$ cat src/verilog/mb_setup_regs.svh
// Reset values, field positions and timing counts of the setup page
`ifndef MB_SETUP_REGS_SVH
`define MB_SETUP_REGS_SVH
`define CLK_HZ       10000000
`define BAUD_4800    4800
`define BAUD_9600    9600
`define BAUD_19200   19200
`define BAUD_38400   38400
`define BAUD_57600   57600
`define BAUD_115200  115200
`define BTN_N        6
`define BTN_UP       0
`define BTN_DOWN     1
`define BTN_LEFT     2
`define BTN_RIGHT    3
`define BTN_OK       4
`define BTN_HOME     5
`define LINE_LAST    3'h4
`define BAUD_LAST    3'h5
`define PAR_LAST     2'h2
`define ADDR_MIN     8'h01
`define ADDR_MAX     8'hff
`define DIGIT_LAST   2'h2
`define FOCUS_CMD    2'h3
`define DEF_ENABLE   1'h1
`define DEF_ADDR     8'h01
`define DEF_BAUD     3'h1
`define DEF_PARITY   2'h0
`define DEF_LE       1'h0
`define NV_EN_BIT    0
`define NV_ADDR_LSB  1
`define NV_BAUD_LSB  9
`define NV_PAR_LSB   12
`define NV_LE_BIT    14
`define NV_W         15
`define DIV_W        12
`endif

$ cat src/verilog/mb_setup_pkg.sv
// Types shared by the serial setup page modules
package mb_setup_pkg;
  typedef enum logic [2:0] {
    PG_HOME, PG_MENU, PG_SETUP, PG_LOGIN, PG_EDIT
  } page_t;
  typedef enum logic [2:0] {
    LN_IFACE, LN_ADDR, LN_RATE, LN_PARITY, LN_ORDER
  } line_t;
  typedef enum logic [1:0] {PAR_NONE, PAR_EVEN, PAR_ODD} parity_t;
  typedef struct packed {
    logic       le;
    logic [1:0] parity;
    logic [2:0] baud;
    logic [7:0] addr;
    logic       enable;
  } cfg_t;
endpackage : mb_setup_pkg

$ cat src/verilog/cfg_if.sv
// Stored serial settings passed to the frame gate
`timescale 1ns/1ps
interface cfg_if;
  mb_setup_pkg::cfg_t cfg;
  modport src (output cfg);
  modport dst (input cfg);
endinterface : cfg_if

$ cat src/verilog/modbus_slave_config_menu.sv
// Button-driven serial slave setup page with stored settings
`timescale 1ns/1ps
`include "mb_setup_regs.svh"
// Functional notes
// - Setup page shows stored enable, address, rate, parity, word order.
// - Up and down move the selection between parameter lines.
// - Right or OK opens edit page; login comes first if not logged in.
// - Left leaves the setup page back to the display menu.
// - Interface enabled means slave mode answering master requests.
// - Interface disabled hands the lines to sibling accessories.
// - Enable page: up/down toggle choice, right moves to commit commands.
// - Acknowledge only frames to own address, ignore the rest.
// - Slave address is kept within 1 to 255.
// - Address page: up/down change digit, left/right walk digits, cmds.
// - Commands: up/down pick Yes/No, OK stores or discards, back to page.
// - Speed limited to 4800, 9600, 19200, 38400, 57600, 115200.
// - Parity is even, odd or none.
// - Word order affects only double-word registers.
// - Word order big or little endian, big endian by default.
// - Edit page starts showing the stored value.
// - Speed page: up/down step rates, left/right go to commands.
// - Login holds in setup pages, cleared on home or lockout.
module modbus_slave_config_menu (
  input  wire logic              clk_sys,
  input  wire logic              srst,
  input  wire logic [`BTN_N-1:0] btn_pin,
  input  wire logic              menu_open,
  input  wire logic              setup_open,
  input  wire logic              lockout,
  input  wire logic              login_ok,
  input  wire logic              login_fail,
  input  wire logic              nv_load,
  input  wire logic [`NV_W-1:0]  nv_rd_data,
  input  wire logic              frame_valid,
  input  wire logic [7:0]        frame_addr,
  input  wire logic              resp_valid,
  input  wire logic              unsigned_double_word_format,
  input  wire logic [31:0]       resp_value,
  output mb_setup_pkg::page_t    page,
  output mb_setup_pkg::line_t    sel_line,
  output logic [1:0]             focus,
  output logic                   commit_yes,
  output mb_setup_pkg::cfg_t     edit,
  output mb_setup_pkg::cfg_t     stored,
  output logic                   logged_in,
  output logic                   nv_wr,
  output logic [`NV_W-1:0]       nv_wr_data,
  output logic [`DIV_W-1:0]      uart_div,
  output logic                   modbus_on,
  output logic                   accessory_on,
  output logic                   frame_ack,
  output logic                   acc_frame,
  output logic                   resp_out_valid,
  output logic [15:0]            resp_word0,
  output logic [15:0]            resp_word1
);
  logic [`BTN_N-1:0] press;
  logic up;
  logic dn;
  logic lf;
  logic rt;
  logic ok;
  logic leave;
  logic enter_edit;
  logic on_cmd;
  logic commit;
  logic [8:0] step;
  logic [8:0] addr_up;
  logic [8:0] addr_dn;

  cfg_if bus ();
  assign bus.cfg = stored;

  btn_sync u_btn (
    .clk_sys (clk_sys),
    .srst    (srst),
    .btn_pin (btn_pin),
    .press   (press)
  );

  mb_frame_gate u_gate (
    .clk_sys                     (clk_sys),
    .srst                        (srst),
    .cfg_in                      (bus),
    .frame_valid                 (frame_valid),
    .frame_addr                  (frame_addr),
    .resp_valid                  (resp_valid),
    .unsigned_double_word_format (unsigned_double_word_format),
    .resp_value                  (resp_value),
    .frame_ack                   (frame_ack),
    .acc_frame                   (acc_frame),
    .resp_out_valid              (resp_out_valid),
    .resp_word0                  (resp_word0),
    .resp_word1                  (resp_word1)
  );

  // Clock divisor for each permitted rate, rounded down
  function automatic logic [`DIV_W-1:0] baud_div(input logic [2:0] sel);
    int r;
    case (sel)
      3'h0:    r = `CLK_HZ / `BAUD_4800;
      3'h1:    r = `CLK_HZ / `BAUD_9600;
      3'h2:    r = `CLK_HZ / `BAUD_19200;
      3'h3:    r = `CLK_HZ / `BAUD_38400;
      3'h4:    r = `CLK_HZ / `BAUD_57600;
      default: r = `CLK_HZ / `BAUD_115200;
    endcase
    return r[`DIV_W-1:0];
  endfunction : baud_div

  // Weight of the focused address digit
  function automatic logic [8:0] digit_step(input logic [1:0] f);
    case (f)
      2'h0:    return 9'h064;
      2'h1:    return 9'h00a;
      default: return 9'h001;
    endcase
  endfunction : digit_step

  function automatic logic [`NV_W-1:0] pack_nv(
    input mb_setup_pkg::cfg_t c);
    logic [`NV_W-1:0] w;
    w = '0;
    w[`NV_EN_BIT] = c.enable;
    w[`NV_ADDR_LSB +: 8] = c.addr;
    w[`NV_BAUD_LSB +: 3] = c.baud;
    w[`NV_PAR_LSB +: 2] = c.parity;
    w[`NV_LE_BIT] = c.le;
    return w;
  endfunction : pack_nv

  assign up    = press[`BTN_UP];
  assign dn    = press[`BTN_DOWN];
  assign lf    = press[`BTN_LEFT];
  assign rt    = press[`BTN_RIGHT];
  assign ok    = press[`BTN_OK];
  assign leave = press[`BTN_HOME] | lockout;
  assign on_cmd = focus == `FOCUS_CMD;
  assign commit = page == mb_setup_pkg::PG_EDIT && on_cmd && ok && !leave;
  assign enter_edit = !leave && ((page == mb_setup_pkg::PG_SETUP
    && !lf && (rt || ok) && logged_in)
    || (page == mb_setup_pkg::PG_LOGIN && login_ok));

  // Saturating digit arithmetic keeps the address inside its range
  assign step    = digit_step(focus);
  assign addr_up = {1'b0, edit.addr} + step;
  assign addr_dn = {1'b0, edit.addr} - step;

  // Page flow
  always_ff @(posedge clk_sys) begin
    if (srst) begin
      page <= mb_setup_pkg::PG_HOME;
    end else if (leave) begin
      page <= mb_setup_pkg::PG_HOME;
    end else begin
      case (page)
        mb_setup_pkg::PG_HOME: begin
          if (menu_open) page <= mb_setup_pkg::PG_MENU;
        end
        mb_setup_pkg::PG_MENU: begin
          if (setup_open) page <= mb_setup_pkg::PG_SETUP;
        end
        mb_setup_pkg::PG_SETUP: begin
          if (lf) begin
            page <= mb_setup_pkg::PG_MENU;
          end else if (rt || ok) begin
            page <= logged_in ? mb_setup_pkg::PG_EDIT
                              : mb_setup_pkg::PG_LOGIN;
          end
        end
        mb_setup_pkg::PG_LOGIN: begin
          if (login_ok) page <= mb_setup_pkg::PG_EDIT;
          else if (login_fail) page <= mb_setup_pkg::PG_SETUP;
        end
        mb_setup_pkg::PG_EDIT: begin
          if (commit) page <= mb_setup_pkg::PG_SETUP;
        end
        default: page <= mb_setup_pkg::PG_HOME;
      endcase
    end
  end

  // Line selection, restarted at the top on each entry from the display menu
  always_ff @(posedge clk_sys) begin
    if (srst) begin
      sel_line <= mb_setup_pkg::LN_IFACE;
    end else if (page == mb_setup_pkg::PG_MENU && setup_open) begin
      sel_line <= mb_setup_pkg::LN_IFACE;
    end else if (page == mb_setup_pkg::PG_SETUP && !leave) begin
      if (up && sel_line != mb_setup_pkg::LN_IFACE) begin
        sel_line <= mb_setup_pkg::line_t'(sel_line - 3'h1);
      end else if (dn && sel_line != `LINE_LAST) begin
        sel_line <= mb_setup_pkg::line_t'(sel_line + 3'h1);
      end
    end
  end

  // Login survives until home or lockout, including the display menu; clear wins over a late grant
  always_ff @(posedge clk_sys) begin
    if (srst || leave) begin
      logged_in <= 1'b0;
    end else if (page == mb_setup_pkg::PG_LOGIN && login_ok) begin
      logged_in <= 1'b1;
    end
  end

  // Focus and commit choice on the edit page
  always_ff @(posedge clk_sys) begin
    if (srst) begin
      focus      <= 2'h0;
      commit_yes <= 1'b1;
    end else if (enter_edit) begin
      focus      <= 2'h0;
      commit_yes <= 1'b1;
    end else if (page == mb_setup_pkg::PG_EDIT && !leave) begin
      if (on_cmd) begin
        if (up || dn) commit_yes <= ~commit_yes;
        if (lf) begin
          focus <= sel_line == mb_setup_pkg::LN_ADDR
                   ? `DIGIT_LAST : 2'h0;
        end
      end else if (sel_line == mb_setup_pkg::LN_ADDR) begin
        if (rt) begin
          focus <= focus == `DIGIT_LAST ? `FOCUS_CMD
                                        : focus + 2'h1;
        end else if (lf && focus != 2'h0) begin
          focus <= focus - 2'h1;
        end
      end else if (rt) begin
        focus <= `FOCUS_CMD;
      end else if (lf && sel_line != mb_setup_pkg::LN_IFACE) begin
        focus <= `FOCUS_CMD;
      end
    end
  end

  // Working copy, loaded from the stored value on entry
  always_ff @(posedge clk_sys) begin
    if (srst) begin
      edit <= '0;
    end else if (enter_edit) begin
      edit <= stored;
    end else if (page == mb_setup_pkg::PG_EDIT && !leave && !on_cmd) begin
      case (sel_line)
        mb_setup_pkg::LN_IFACE: begin
          if (up || dn) edit.enable <= ~edit.enable;
        end
        mb_setup_pkg::LN_ADDR: begin
          if (up) begin
            edit.addr <= addr_up > 9'h0ff ? `ADDR_MAX
                                          : addr_up[7:0];
          end else if (dn) begin
            edit.addr <= {1'b0, edit.addr} < step + 9'h001
                         ? `ADDR_MIN : addr_dn[7:0];
          end
        end
        mb_setup_pkg::LN_RATE: begin
          if (up && edit.baud != `BAUD_LAST) begin
            edit.baud <= edit.baud + 3'h1;
          end else if (dn && edit.baud != 3'h0) begin
            edit.baud <= edit.baud - 3'h1;
          end
        end
        mb_setup_pkg::LN_PARITY: begin
          if (up) begin
            edit.parity <= edit.parity == `PAR_LAST ? 2'h0
                           : edit.parity + 2'h1;
          end else if (dn) begin
            edit.parity <= edit.parity == 2'h0 ? `PAR_LAST
                           : edit.parity - 2'h1;
          end
        end
        mb_setup_pkg::LN_ORDER: begin
          if (up || dn) edit.le <= ~edit.le;
        end
        default: edit <= edit;
      endcase
    end
  end

  // Stored settings; a commit beats a late restore
  always_ff @(posedge clk_sys) begin
    if (srst) begin
      stored.enable <= `DEF_ENABLE;
      stored.addr   <= `DEF_ADDR;
      stored.baud   <= `DEF_BAUD;
      stored.parity <= `DEF_PARITY;
      stored.le     <= `DEF_LE;
    end else if (commit && commit_yes) begin
      stored <= edit;
    end else if (nv_load) begin
      stored.enable <= nv_rd_data[`NV_EN_BIT];
      stored.addr   <= nv_rd_data[`NV_ADDR_LSB +: 8] == 8'h00
                       ? `ADDR_MIN : nv_rd_data[`NV_ADDR_LSB +: 8];
      stored.baud   <= nv_rd_data[`NV_BAUD_LSB +: 3] > `BAUD_LAST
                       ? `DEF_BAUD : nv_rd_data[`NV_BAUD_LSB +: 3];
      stored.parity <= nv_rd_data[`NV_PAR_LSB +: 2] > `PAR_LAST
                       ? `DEF_PARITY : nv_rd_data[`NV_PAR_LSB +: 2];
      stored.le     <= nv_rd_data[`NV_LE_BIT];
    end
  end

  // Nonvolatile write request, one cycle per Yes commit
  always_ff @(posedge clk_sys) begin
    if (srst) begin
      nv_wr      <= 1'b0;
      nv_wr_data <= '0;
    end else begin
      nv_wr <= commit && commit_yes;
      if (commit && commit_yes) nv_wr_data <= pack_nv(edit);
    end
  end

  // Settings applied to the serial port
  always_ff @(posedge clk_sys) begin
    if (srst) begin
      uart_div     <= baud_div(`DEF_BAUD);
      modbus_on    <= 1'b0;
      accessory_on <= 1'b0;
    end else begin
      uart_div     <= baud_div(stored.baud);
      modbus_on    <= stored.enable;
      accessory_on <= ~stored.enable;
    end
  end
endmodule : modbus_slave_config_menu

$ cat src/verilog/btn_sync.sv
// Button synchroniser and press detector
`timescale 1ns/1ps
`include "mb_setup_regs.svh"
module btn_sync (
  input  wire logic              clk_sys,
  input  wire logic              srst,
  input  wire logic [`BTN_N-1:0] btn_pin,
  output logic      [`BTN_N-1:0] press
);
  logic [`BTN_N-1:0] s1;
  logic [`BTN_N-1:0] s2;
  logic [`BTN_N-1:0] s3;

  genvar i;
  generate
    for (i = 0; i < `BTN_N; i++) begin : g_btn
      always_ff @(posedge clk_sys) begin
        if (srst) begin
          s1[i]    <= 1'b0;
          s2[i]    <= 1'b0;
          s3[i]    <= 1'b0;
          press[i] <= 1'b0;
        end else begin
          s1[i]    <= btn_pin[i];
          s2[i]    <= s1[i];
          s3[i]    <= s2[i];
          press[i] <= s2[i] & ~s3[i];
        end
      end
    end
  endgenerate
endmodule : btn_sync

$ cat src/verilog/mb_frame_gate.sv
// Address filter, bus mode split and 32-bit word ordering
`timescale 1ns/1ps
`include "mb_setup_regs.svh"
module mb_frame_gate (
  input  wire logic        clk_sys,
  input  wire logic        srst,
  cfg_if.dst               cfg_in,
  input  wire logic        frame_valid,
  input  wire logic [7:0]  frame_addr,
  input  wire logic        resp_valid,
  input  wire logic        unsigned_double_word_format,
  input  wire logic [31:0] resp_value,
  output logic             frame_ack,
  output logic             acc_frame,
  output logic             resp_out_valid,
  output logic [15:0]      resp_word0,
  output logic [15:0]      resp_word1
);
  always_ff @(posedge clk_sys) begin
    if (srst) begin
      frame_ack <= 1'b0;
      acc_frame <= 1'b0;
    end else begin
      frame_ack <= frame_valid & cfg_in.cfg.enable
                 & (frame_addr == cfg_in.cfg.addr);
      acc_frame <= frame_valid & ~cfg_in.cfg.enable;
    end
  end

  // Only double-word registers swap; single words pass as word1
  always_ff @(posedge clk_sys) begin
    if (srst) begin
      resp_out_valid <= 1'b0;
      resp_word0     <= 16'h0000;
      resp_word1     <= 16'h0000;
    end else begin
      resp_out_valid <= resp_valid & cfg_in.cfg.enable;
      if (resp_valid) begin
        if (unsigned_double_word_format && cfg_in.cfg.le) begin
          resp_word0 <= resp_value[15:0];
          resp_word1 <= resp_value[31:16];
        end else begin
          resp_word0 <= resp_value[31:16];
          resp_word1 <= resp_value[15:0];
        end
      end
    end
  end
endmodule : mb_frame_gate

$ cat config.mk
export PLATFORM = sky130hd
export DESIGN_NAME = modbus_slave_config_menu
export DESIGN_NICKNAME = d
export VERILOG_FILES = /design/src/verilog/mb_setup_pkg.sv /design/src/verilog/cfg_if.sv /design/src/verilog/modbus_slave_config_menu.sv /design/src/verilog/btn_sync.sv /design/src/verilog/mb_frame_gate.sv
export VERILOG_INCLUDE_DIRS = /design/src /design/src/verilog
export SDC_FILE = /design/constraint.sdc
export NUM_CORES = 1
export LEC_CHECK = 0
export BUFFER_PORTS_ARGS = -buffer_cell sky130_fd_sc_hd__buf_4
export CORE_MARGIN = 2
export CORE_UTILIZATION = 35
export DETAILED_ROUTE_END_ITERATION = 10
export GPL_ROUTABILITY_DRIVEN = 0
export PLACE_DENSITY = 0.59
export SLEW_MARGIN = 20
export SYNTH_ARGS = -nofsm -noshare
export SYNTH_HDL_FRONTEND = slang
export SYNTH_SLANG_ARGS = --single-unit
$ cat constraint.sdc
create_clock -name clk_sys -period 3.5 [get_ports clk_sys]
set_input_delay 0.525 -clock clk_sys [delete_from_list [all_inputs] [get_ports clk_sys]]
set_output_delay 0.525 -clock clk_sys [all_outputs]
set_load 0.05 [all_outputs]
==> results.json, run 1 <==
{
  "netlist_top_cells_count": "dfxtp_1, nand2_1, nor2_1, a21oi_1, nand3_1",
  "layout.cells.non_filler": 1147,
  "crit_path_start_kind": "flop",
  "drive_above_1_share_pct": 24.95,
  "cp_max_fo": 8,
  "ctsHoldBuffers": 0,
  "cp.depth": 10,
  "min_path_type": "in -> reg",
  "clk_latency_ns": 0.42,
  "worstPathCellList": "inv_1, ha_1, inv_1, ha_1, o21ai_0, a22oi_1, o21ai_0, nor2_1, a22oi_1, a221oi_1",
  "synth_fa_ha_area_share_pct": 6.965,
  "diodes": 0,
  "fin_tns_setup_ns": 0,
  "synth_sequential_area_ratio_pct": 40.84,
  "avgSynthCellArea_um2": 8.299,
  "numCtsBuffers": 17,
  "async_flop_share_pct": 0,
  "reg2reg_depth": 10,
  "preCtsSetupSlack_ns": 0.5391,
  "startpoint": "focus[0]$_SDFFE_PP0P_",
  "relSlewSlack_pct": 28.54,
  "yosys.area.top_type": "dfxtp_1",
  "viasPerCell": 5.072,
  "crit_type": "reg -> reg",
  "cts.sinks": 129,
  "ys.flop_type": "dfxtp_1",
  "peakVddDrop_uv": 385.3,
  "crit_end": "edit[4]$_SDFFE_PP0P_",
  "cp.required_ns": 3.82,
  "cp_slowest_stage_delay_ns": 0.45,
  "fp.dieH_um": 138.4,
  "antenna_found_initial": 0,
  "core_area_um2": 17840,
  "r2r-start": "focus[0]$_SDFFE_PP0P_",
  "crit_arrival_ns": 3.30,
  "slew_violations": 0,
  "finalHoldViolCount": 0,
  "regToRegEndpoint": "edit[4]$_SDFFE_PP0P_",
  "synth_edf_count": 0,
  "post-dp-hpwl_mm": 12.78,
  "post_cts_buffers": 0,
  "cts_tree": "done",
  "grt_usage_pct": 18.58,
  "wl_per_cell_um": 15.79,
  "num-fill-cells": 1771,
  "setup_slack_ns": 0.5222,
  "synth-xor-area-share_pct": 3.601,
  "io_buffers": 176,
  "vias": 5818,
  "fmax_mhz": 335.8,
  "ant_nets": 0,
  "skew_ns": 0.01274,
  "crit_buf_inv": 2,
  "setup_viol": 0,
  "die_w_um": 138.4,
  "worstMarginPinSlew_ns": 1.069,
  "cp-end-kind": "flop",
  "synth.net_count": 868,
  "num_rows": 49,
  "r2r_slack_ns": 0.52,
  "clock_path_buffers": 2,
  "syn_to_final_growth_pct": 31.92,
  "ys_warn_count": 0,
  "fin_crit_ns": 2.978,
  "p_leak_nw": 3.516,
  "netlist_area_um2": 6324,
  "synth_top_area_share_pct": 40.84,
  "synth.mux.area_fraction_pct": 2.374,
  "drc": 0,
  "boundaryPins": 177,
  "cts_root_buf": "clkbuf_16",
  "synth_most_common_cell": "dfxtp_1",
  "yosys.area_share.simple_pct": 23.33,
  "dr.pass1.iters": 4,
  "cpLargestDelayFamily": "compound AO/OA/AOI/OAI gates",
  "grt_max_degree": 66,
  "ys_top_cells_by_area": "dfxtp_1, ha_1, nand2_1, a311oi_1, a21oi_1",
  "start_util_pct": 35.44,
  "slowest_stage": "ha_1",
  "synth_cells": 762,
  "yosysUniqueCellTypes": 63,
  "status": "finished, final reports clean",
  "grt_pass1_vias": 5484,
  "ys_ff_latch": 129,
  "synth_compound_area_share_pct": 17.43,
  "post-route-util_pct": 46.76,
  "fin_crit_sh_pct": 85.08,
  "die_area_um2": 19160,
  "overflow": 0,
  "path_clk_slew_ns": 0.06,
  "final_nets": 1011,
  "ctsResizeCount": 0,
  "rsz0062_at_grt": "false",
  "drv_cap": 0,
  "placed_cells": 1115,
  "grt_pass1_wl_mm": 28.69,
  "synth_top_family_by_area": "simple AND/OR/NAND/NOR gates",
  "powerDensity_nw_per_um2": 461.4,
  "drt_wl_total_mm": 18.12,
  "htree_levels": 4,
  "drtIter0Drc": 282
}
[state kept, by name, summed over array words and instances, names as in the netlist, 2 cells and up]
register and cells:
u_btn.press 6, edit 15, page 3, focus 2, u_gate.resp_word1 16, uart_div 12, u_btn.s3 6, u_gate.resp_word0 16
nv_wr_data 15, u_btn.s2 6, u_btn.s1 6, stored 15, sel_line 3
[final cells by class]
class | instances | area (um2) | share of cell area, %
Inverter | 29 | 108.9 | 1.305
Sequential cell | 129 | 2582 | 30.96
Multi-Input combinational cell | 547 | 3400 | 40.75
Clock buffer | 18 | 439.2 | 5.265
Timing Repair Buffer | 181 | 1359 | 16.29
Tap cell | 229 | 286.5 | 3.435
Clock inverter | 14 | 166.4 | 1.995
[stage by stage]
step	hold WS [ns]	cell area, um2	total power [mW]
after global placement	0.3702	7736	2.070
after CTS	0.2955	8342	3.897
after detailed placement	0.3715	7736	2.072
final	0.3136	8342	3.849
after floorplan	0.3674	6324	1.891
after global routing	0.2997	8342	4.002
[how the worst min path moves through the flow]
stage	from	slack [ns]	depth (start not counted)	endpoint
global placement	u_btn.s3[3]$_SDFF_PP0_	0.37	1	u_btn.press[3]$_SDFF_PP0_
detailed placement	u_btn.s3[0]$_SDFF_PP0_	0.37	1	u_btn.press[0]$_SDFF_PP0_
finish	btn_pin[2]	0.31	2	u_btn.s1[2]$_SDFF_PP0_
floorplan	u_btn.s3[0]$_SDFF_PP0_	0.37	1	u_btn.press[0]$_SDFF_PP0_
CTS	btn_pin[1]	0.30	2	u_btn.s1[1]$_SDFF_PP0_
global route	btn_pin[1]	0.30	2	u_btn.s1[1]$_SDFF_PP0_
[cells in the final DEF, fill, tap and decap left out, types with 4 or more instances in the layout]
cell type  count
nor3_1        14
nand3_1       43
a21o_1         4
mux2i_1        6
o21ai_0       20
a22oi_1        5
inv_1         29
ha_1          32
xor2_1         8
inv_6          7
nor2_1        67
xnor2_1       18
nand3b_1       5
a221oi_1       5
mux2_2         8
and2_1         5
dfxtp_1      129
nand2b_1      14
nor4_1         5
buf_4        181
a31oi_1        4
nor2b_1       30
nand2_1      106
clkbuf_16     17
a21oi_1       55
a211oi_1       8
a311oi_1      34
[logic make-up (layout without fill, tap and decap cells)]
logic type | after synthesis | after routing
muxes | 14 | 14
xor gates and xnor gates | 26 | 26
adders and majority gates | 34 | 34
AOI/OAI and AO/OA | 163 | 163
and+or+nand+nor | 309 | 309
buffers and inverters | 86 | 242
DFF | 129 | 129
other | 1 | 1
[routing by layer]
metal / up-vias / share of wire, % / track usage [%] / routed length, um
li1: 2944 / - / - / -
met1: 2714 / 45 / 23.81 / 8228
met2: 144 / 47 / 29.91 / 8528
met3: 16 / 6.0 / 5.438 / 1091
met4: 0 / 1.5 / 6.606 / 267
met5: - / 0 / 0 / 0
[power breakdown]
group | internal [mW] | switching [mW]
Clock | 1.09 | 0.719
Combinational | 0.175 | 0.301
Sequential | 1.52 | 0.0392
No activity file was read; power rests on OpenSTA's default activity.
==> run 2: changes to the inputs <==
--- a/config.mk
+++ b/config.mk
@@ -12,6 +12,7 @@
 export DETAILED_ROUTE_END_ITERATION = 10
 export GPL_ROUTABILITY_DRIVEN = 0
 export PLACE_DENSITY = 0.59
+export RECOVER_POWER = 100
 export SLEW_MARGIN = 20
 export SYNTH_ARGS = -nofsm -noshare
 export SYNTH_HDL_FRONTEND = slang
==> results.json, run 2 (same netlist as run 1, synthesis figures left out) <==
{
  "rsz0062_at_grt": "false",
  "overflow": 0,
  "final_nets": 1011,
  "powerDensity_nw_per_um2": 480.2,
  "post-route-util_pct": 44.43,
  "worstHoldPathCells": 2,
  "final_cell_mix": "dfxtp_1, clkbuf_1, nand2_1, buf_4, nor2_1",
  "drc": 0,
  "ctsResizeCount": 0,
  "vias": 5802,
  "drv_cap": 2,
  "fp.dieH_um": 138.4,
  "crit_path_start_kind": "flop",
  "fin_crit_sh_pct": 84.90,
  "min_from": "btn_pin[2]",
  "finalHoldViolCount": 0,
  "clk_latency_ns": 0.42,
  "fmax_mhz": 336.5,
  "r2r_slack_ns": 0.53,
  "die_area_um2": 19160,
  "drive_above_1_share_pct": 12.96,
  "ant_nets": 0,
  "skew_ns": 0.01145,
  "num_rows": 49,
  "regToRegEndpoint": "edit[4]$_SDFFE_PP0P_",
  "die_w_um": 138.4,
  "multi_input_area_um2": 3390,
  "wl_per_cell_um": 15.74,
  "grt_max_degree": 66,
  "cp_max_fo": 8,
  "grt_usage_pct": 18.58,
  "swShare_pct": 27.72,
  "antenna_found_initial": 0,
  "status": "finished with violations",
  "numCtsBuffers": 17,
  "htree_levels": 4,
  "combPwrFrac_pct": 11.5,
  "path_clk_slew_ns": 0.06,
  "worstMarginPinSlew_ns": 2.041,
  "regArea_um2": 2582,
  "final_common_cell": "dfxtp_1",
  "start_util_pct": 35.44,
  "p_switching_mw": 1.055,
  "ctsHoldBuffers": 0,
  "dr.pass1.iters": 4,
  "peakVddDrop_uv": 380.8,
  "worstPathCellList": "inv_1, ha_1, inv_1, ha_1, o21ai_0, a22oi_1, o21ai_0, nor2_1, a22oi_1, a221oi_1",
  "clkPwrFrac_pct": 47.5,
  "num-fill-cells": 1877,
  "diodes": 0,
  "timing.hold.ws_ns": 0.3135,
  "cp_slowest_stage_delay_ns": 0.45,
  "hold_path_end": "u_btn.s1[2]$_SDFF_PP0_",
  "min_path_type": "in -> reg",
  "dpl-instance-area_um2": 7736,
  "syn_to_final_growth_pct": 25.35,
  "p_leak_nw": 3.073,
  "drtIter0Drc": 331,
  "r2r-start": "focus[0]$_SDFFE_PP0P_",
  "crit_buf_inv": 2,
  "intPower_mw": 2.751,
  "io_buffers": 176,
  "relSlewSlack_pct": -36.07,
  "grt_pass1_vias": 5484,
  "core_area_um2": 17840,
  "cts_tree": "done",
  "viasPerCell": 5.058,
  "reg2reg_depth": 10,
  "boundaryPins": 177,
  "clock_path_buffers": 2,
  "post-dp-hpwl_mm": 12.78,
  "post_cts_buffers": 0,
  "slowest_stage": "ha_1",
  "cp-end-kind": "flop",
  "cp.depth": 10,
  "cp.required_ns": 3.82,
  "p_seq_share_pct": 41.0,
  "cpLargestDelayFamily": "compound AO/OA/AOI/OAI gates",
  "crit_arrival_ns": 3.29,
  "setup_viol": 0,
  "cts.sinks": 129,
  "final_area_um2": 7926,
  "fin_tns_setup_ns": 0,
  "crit_type": "reg -> reg",
  "fin_crit_ns": 2.971,
  "drt_wl_total_mm": 18.06,
  "slew_violations": 84,
  "cts_root_buf": "clkbuf_16",
  "largest_registers": "u_gate.resp_word0: 16 flops, u_gate.resp_word1: 16 flops",
  "failed_checks": "max-capacitance violations, max-slew violations",
  "grt_pass1_wl_mm": 28.69
}
## run 2: cell types whose count changed in the layout (fill, tap and decap cells not counted), sizes merged
| cell | delta |
|---|---|
| buf | -108 |
| clkbuf | +108 |
## run 2: worst max-delay path by stage
| stage | from | slack (ns) | end |
|---|---|---|---|
| 2_1_floorplan | focus[0]$_SDFFE_PP0P_ | 0.51 | edit[7]$_SDFFE_PP0P_ |
| 3_3_place_gp | focus[0]$_SDFFE_PP0P_ | 0.65 | edit[4]$_SDFFE_PP0P_ |
| 3_5_place_dp | focus[0]$_SDFFE_PP0P_ | 0.54 | edit[4]$_SDFFE_PP0P_ |
| 4_1_cts | focus[0]$_SDFFE_PP0P_ | 0.52 | edit[4]$_SDFFE_PP0P_ |
| 5_1_grt | focus[0]$_SDFFE_PP0P_ | 0.30 | edit[4]$_SDFFE_PP0P_ |
| 6_report | focus[0]$_SDFFE_PP0P_ | 0.53 | edit[4]$_SDFFE_PP0P_ |
## run 2: per-layer routing
layer	wire, um	up-vias	GRT usage (%)
met3	1052	18	5.438
met4	282	0	6.606
met2	8451	144	29.91
met5	0	-	0
li1	-	2942	-
met1	8270	2698	23.81
## run 2: cell type report
type                            count  area share, %
Inverter                           29          1.373
Clock inverter                     14          2.099
Multi-Input combinational cell    547          42.76
Clock buffer                       18          5.541
Sequential cell                   129          32.58
Timing Repair Buffer              181          12.03
Tap cell                          229          3.615
## run 2: metrics by stage
| step | std cells | worst slack (ns) | power [mW] |
|---|---|---|---|
| 2_1_floorplan | 762 | 0.5053 | 1.891 |
| 3_3_place_gp | 1115 | 0.6450 | 2.070 |
| 3_5_place_dp | 1115 | 0.5391 | 2.072 |
| 4_1_cts | 1147 | 0.5176 | 3.897 |
| 5_1_grt | 1147 | 0.3013 | 3.963 |
| 6_report | 1147 | 0.5286 | 3.806 |
## run 2: power groups by stage
stage / Combinational (mW) / Clock (mW) / Sequential, mW
global placement: 0.476 / 0 / 1.59
CTS: 0.479 / 1.86 / 1.56
finish: 0.437 / 1.81 / 1.56
detailed placement: 0.477 / 0 / 1.59
global route: 0.469 / 1.93 / 1.57
floorplan: 0.156 / 0 / 1.73
==> run 3: changes to the inputs <==
--- a/config.mk
+++ b/config.mk
@@ -11,7 +11,7 @@
 export CORE_UTILIZATION = 35
 export DETAILED_ROUTE_END_ITERATION = 10
 export GPL_ROUTABILITY_DRIVEN = 0
-export PLACE_DENSITY = 0.59
+export PLACE_DENSITY = 0.61
 export RECOVER_POWER = 100
 export SLEW_MARGIN = 20
 export SYNTH_ARGS = -nofsm -noshare
==> constraint.sdc (replaced) <==
create_clock -name clk_sys -period 2.5 [get_ports clk_sys]
set_input_delay 0.375 -clock clk_sys [delete_from_list [all_inputs] [get_ports clk_sys]]
set_output_delay 0.375 -clock clk_sys [all_outputs]
set_load 0.05 [all_outputs]
==> results.json, run 3 (same netlist as run 1, synthesis figures left out) <==
{
  "clk_latency_ns": 0.42,
  "vias": 6012,
  "post-dp-hpwl_mm": 13.68,
  "cp-end-kind": "flop",
  "setup_slack_ns": 0.1042,
  "dr.pass1.iters": 5,
  "grtUsageMet1_pct": 24.78,
  "numCtsBuffers": 17,
  "grt_max_degree": 66,
  "fmax_mhz": 417.4,
  "cp_max_fo": 5,
  "drv_cap": 0,
  "ant_nets": 0,
  "grt_pass1_vias": 5575,
  "relSlewSlack_pct": 0.8058,
  "preCtsSetupSlack_ns": 0.005550,
  "finalHoldViolCount": 0,
  "overflow": 0,
  "die_w_um": 138.4,
  "final_nets": 1041,
  "min_from": "btn_pin[0]",
  "status": "finished, final reports clean",
  "post-route-util_pct": 47.26,
  "final_cell_mix": "buf_4, dfxtp_1, nand2_1, clkbuf_1, nor2_1",
  "setup_viol": 0,
  "startpoint": "focus[0]$_SDFFE_PP0P_",
  "fin_tns_setup_ns": 0,
  "r2r-start": "focus[0]$_SDFFE_PP0P_",
  "cts.sinks": 129,
  "grt_busiest_layer": "met2",
  "fp.dieH_um": 138.4,
  "rsz0062_at_grt": "true",
  "htree_levels": 4,
  "drive_above_1_share_pct": 21.84,
  "skew_ns": 0.01018,
  "drt_wl_total_mm": 18.93,
  "start_util_pct": 35.44,
  "wl_per_cell_um": 16.08,
  "core_area_um2": 17840,
  "fin_crit_ns": 2.396,
  "crit_type": "reg -> reg",
  "io_buffers": 176,
  "crit_path_start_kind": "flop",
  "die_area_um2": 19160,
  "largest_registers": "u_gate.resp_word0: 16 flops, u_gate.resp_word1: 16 flops",
  "grt_usage_pct": 19.48,
  "path_clk_slew_ns": 0.07,
  "antenna_found_initial": 0,
  "peakVddDrop_uv": 441.2,
  "powerDensity_nw_per_um2": 639.3,
  "ctsHoldBuffers": 0,
  "slew_violations": 0,
  "diodes": 0,
  "worstMarginPinSlew_ns": 1.488,
  "boundaryPins": 177,
  "viasPerCell": 5.108,
  "gr-usage-met3_pct": 5.334,
  "final_common_cell": "buf_4",
  "cp.required_ns": 2.85,
  "placed_cells": 1144,
  "cts_tree": "done",
  "syn_to_final_growth_pct": 33.34,
  "cts_root_buf": "clkbuf_16",
  "crit_arrival_ns": 2.74,
  "min_path_type": "in -> reg",
  "layout.cells.non_filler": 1177,
  "drtIter0Drc": 407,
  "grtUsageMet2_pct": 31.55,
  "clock_path_buffers": 2,
  "drc": 0,
  "fin_crit_sh_pct": 95.83,
  "num_rows": 49,
  "p_leak_nw": 3.388,
  "grt_pass1_wl_mm": 29.91
}
## run 3: per-layer routing
metal | routed length (um) | vias up | share of wire (%)
li1 | - | 3003 | -
met4 | 452 | 0 | 2.4
met1 | 8227 | 2780 | 43
met2 | 8924 | 203 | 47
met5 | 0 | - | 0
met3 | 1322 | 26 | 7.0
## run 3: timing repair
action,in CTS,in global routing
setup endpoints to repair,4,7
resized for setup,2,19
pin swaps,0,2
buffers inserted,0,1
## run 3: through the flow
step                hold slack [ns]  power (mW)  instance area [um2]
floorplan                    0.3674       2.645                 6346
global placement             0.3702       2.903                 7989
detailed placement           0.3717       2.905                 7989
CTS                          0.1419       5.502                 8610
global route                 0.1395       5.603                 8432
finish                       0.1569       5.390                 8432
## run 3: final timing paths
check / end / slack [ns] / depth (start not counted)
setup / recovery: edit[7]$_SDFFE_PP0P_ / 0.10 / 12
hold / removal: u_btn.s1[0]$_SDFF_PP0_ / 0.16 / 2
setup reg to reg: edit[7]$_SDFFE_PP0P_ / 0.10 / 12
hold reg to reg: u_btn.press[3]$_SDFF_PP0_ / 0.38 / 1
## run 3: cell type report
class                           count  area (um2)
Clock buffer                       18       450.4
Clock inverter                     14       165.2
Tap cell                          229       286.5
Fill cell                        1798        9409
Multi-Input combinational cell    547        3498
Inverter                           29       111.4
Sequential cell                   129        2590
Timing Repair Buffer              211        1330
## run 3: worst max-delay path: stages (launching register included)
cell and delay [ns]:
dfxtp_4 0.38, inv_2 0.06, ha_4 0.17, nor2_4 0.12
ha_2 0.19, inv_1 0.05, fa_2 0.34, a21o_1 0.18
a2111o_1 0.42, o21ai_2 0.07, xnor2_1 0.14, a21boi_2 0.07
o21bai_1 0.11
## run 3: power by group
part	internal [mW]	switching (mW)	leakage (nW)
sequential	2.13	0.0541	1.06
clock	1.56	1.02	0.296
combinational	0.207	0.421	2.03
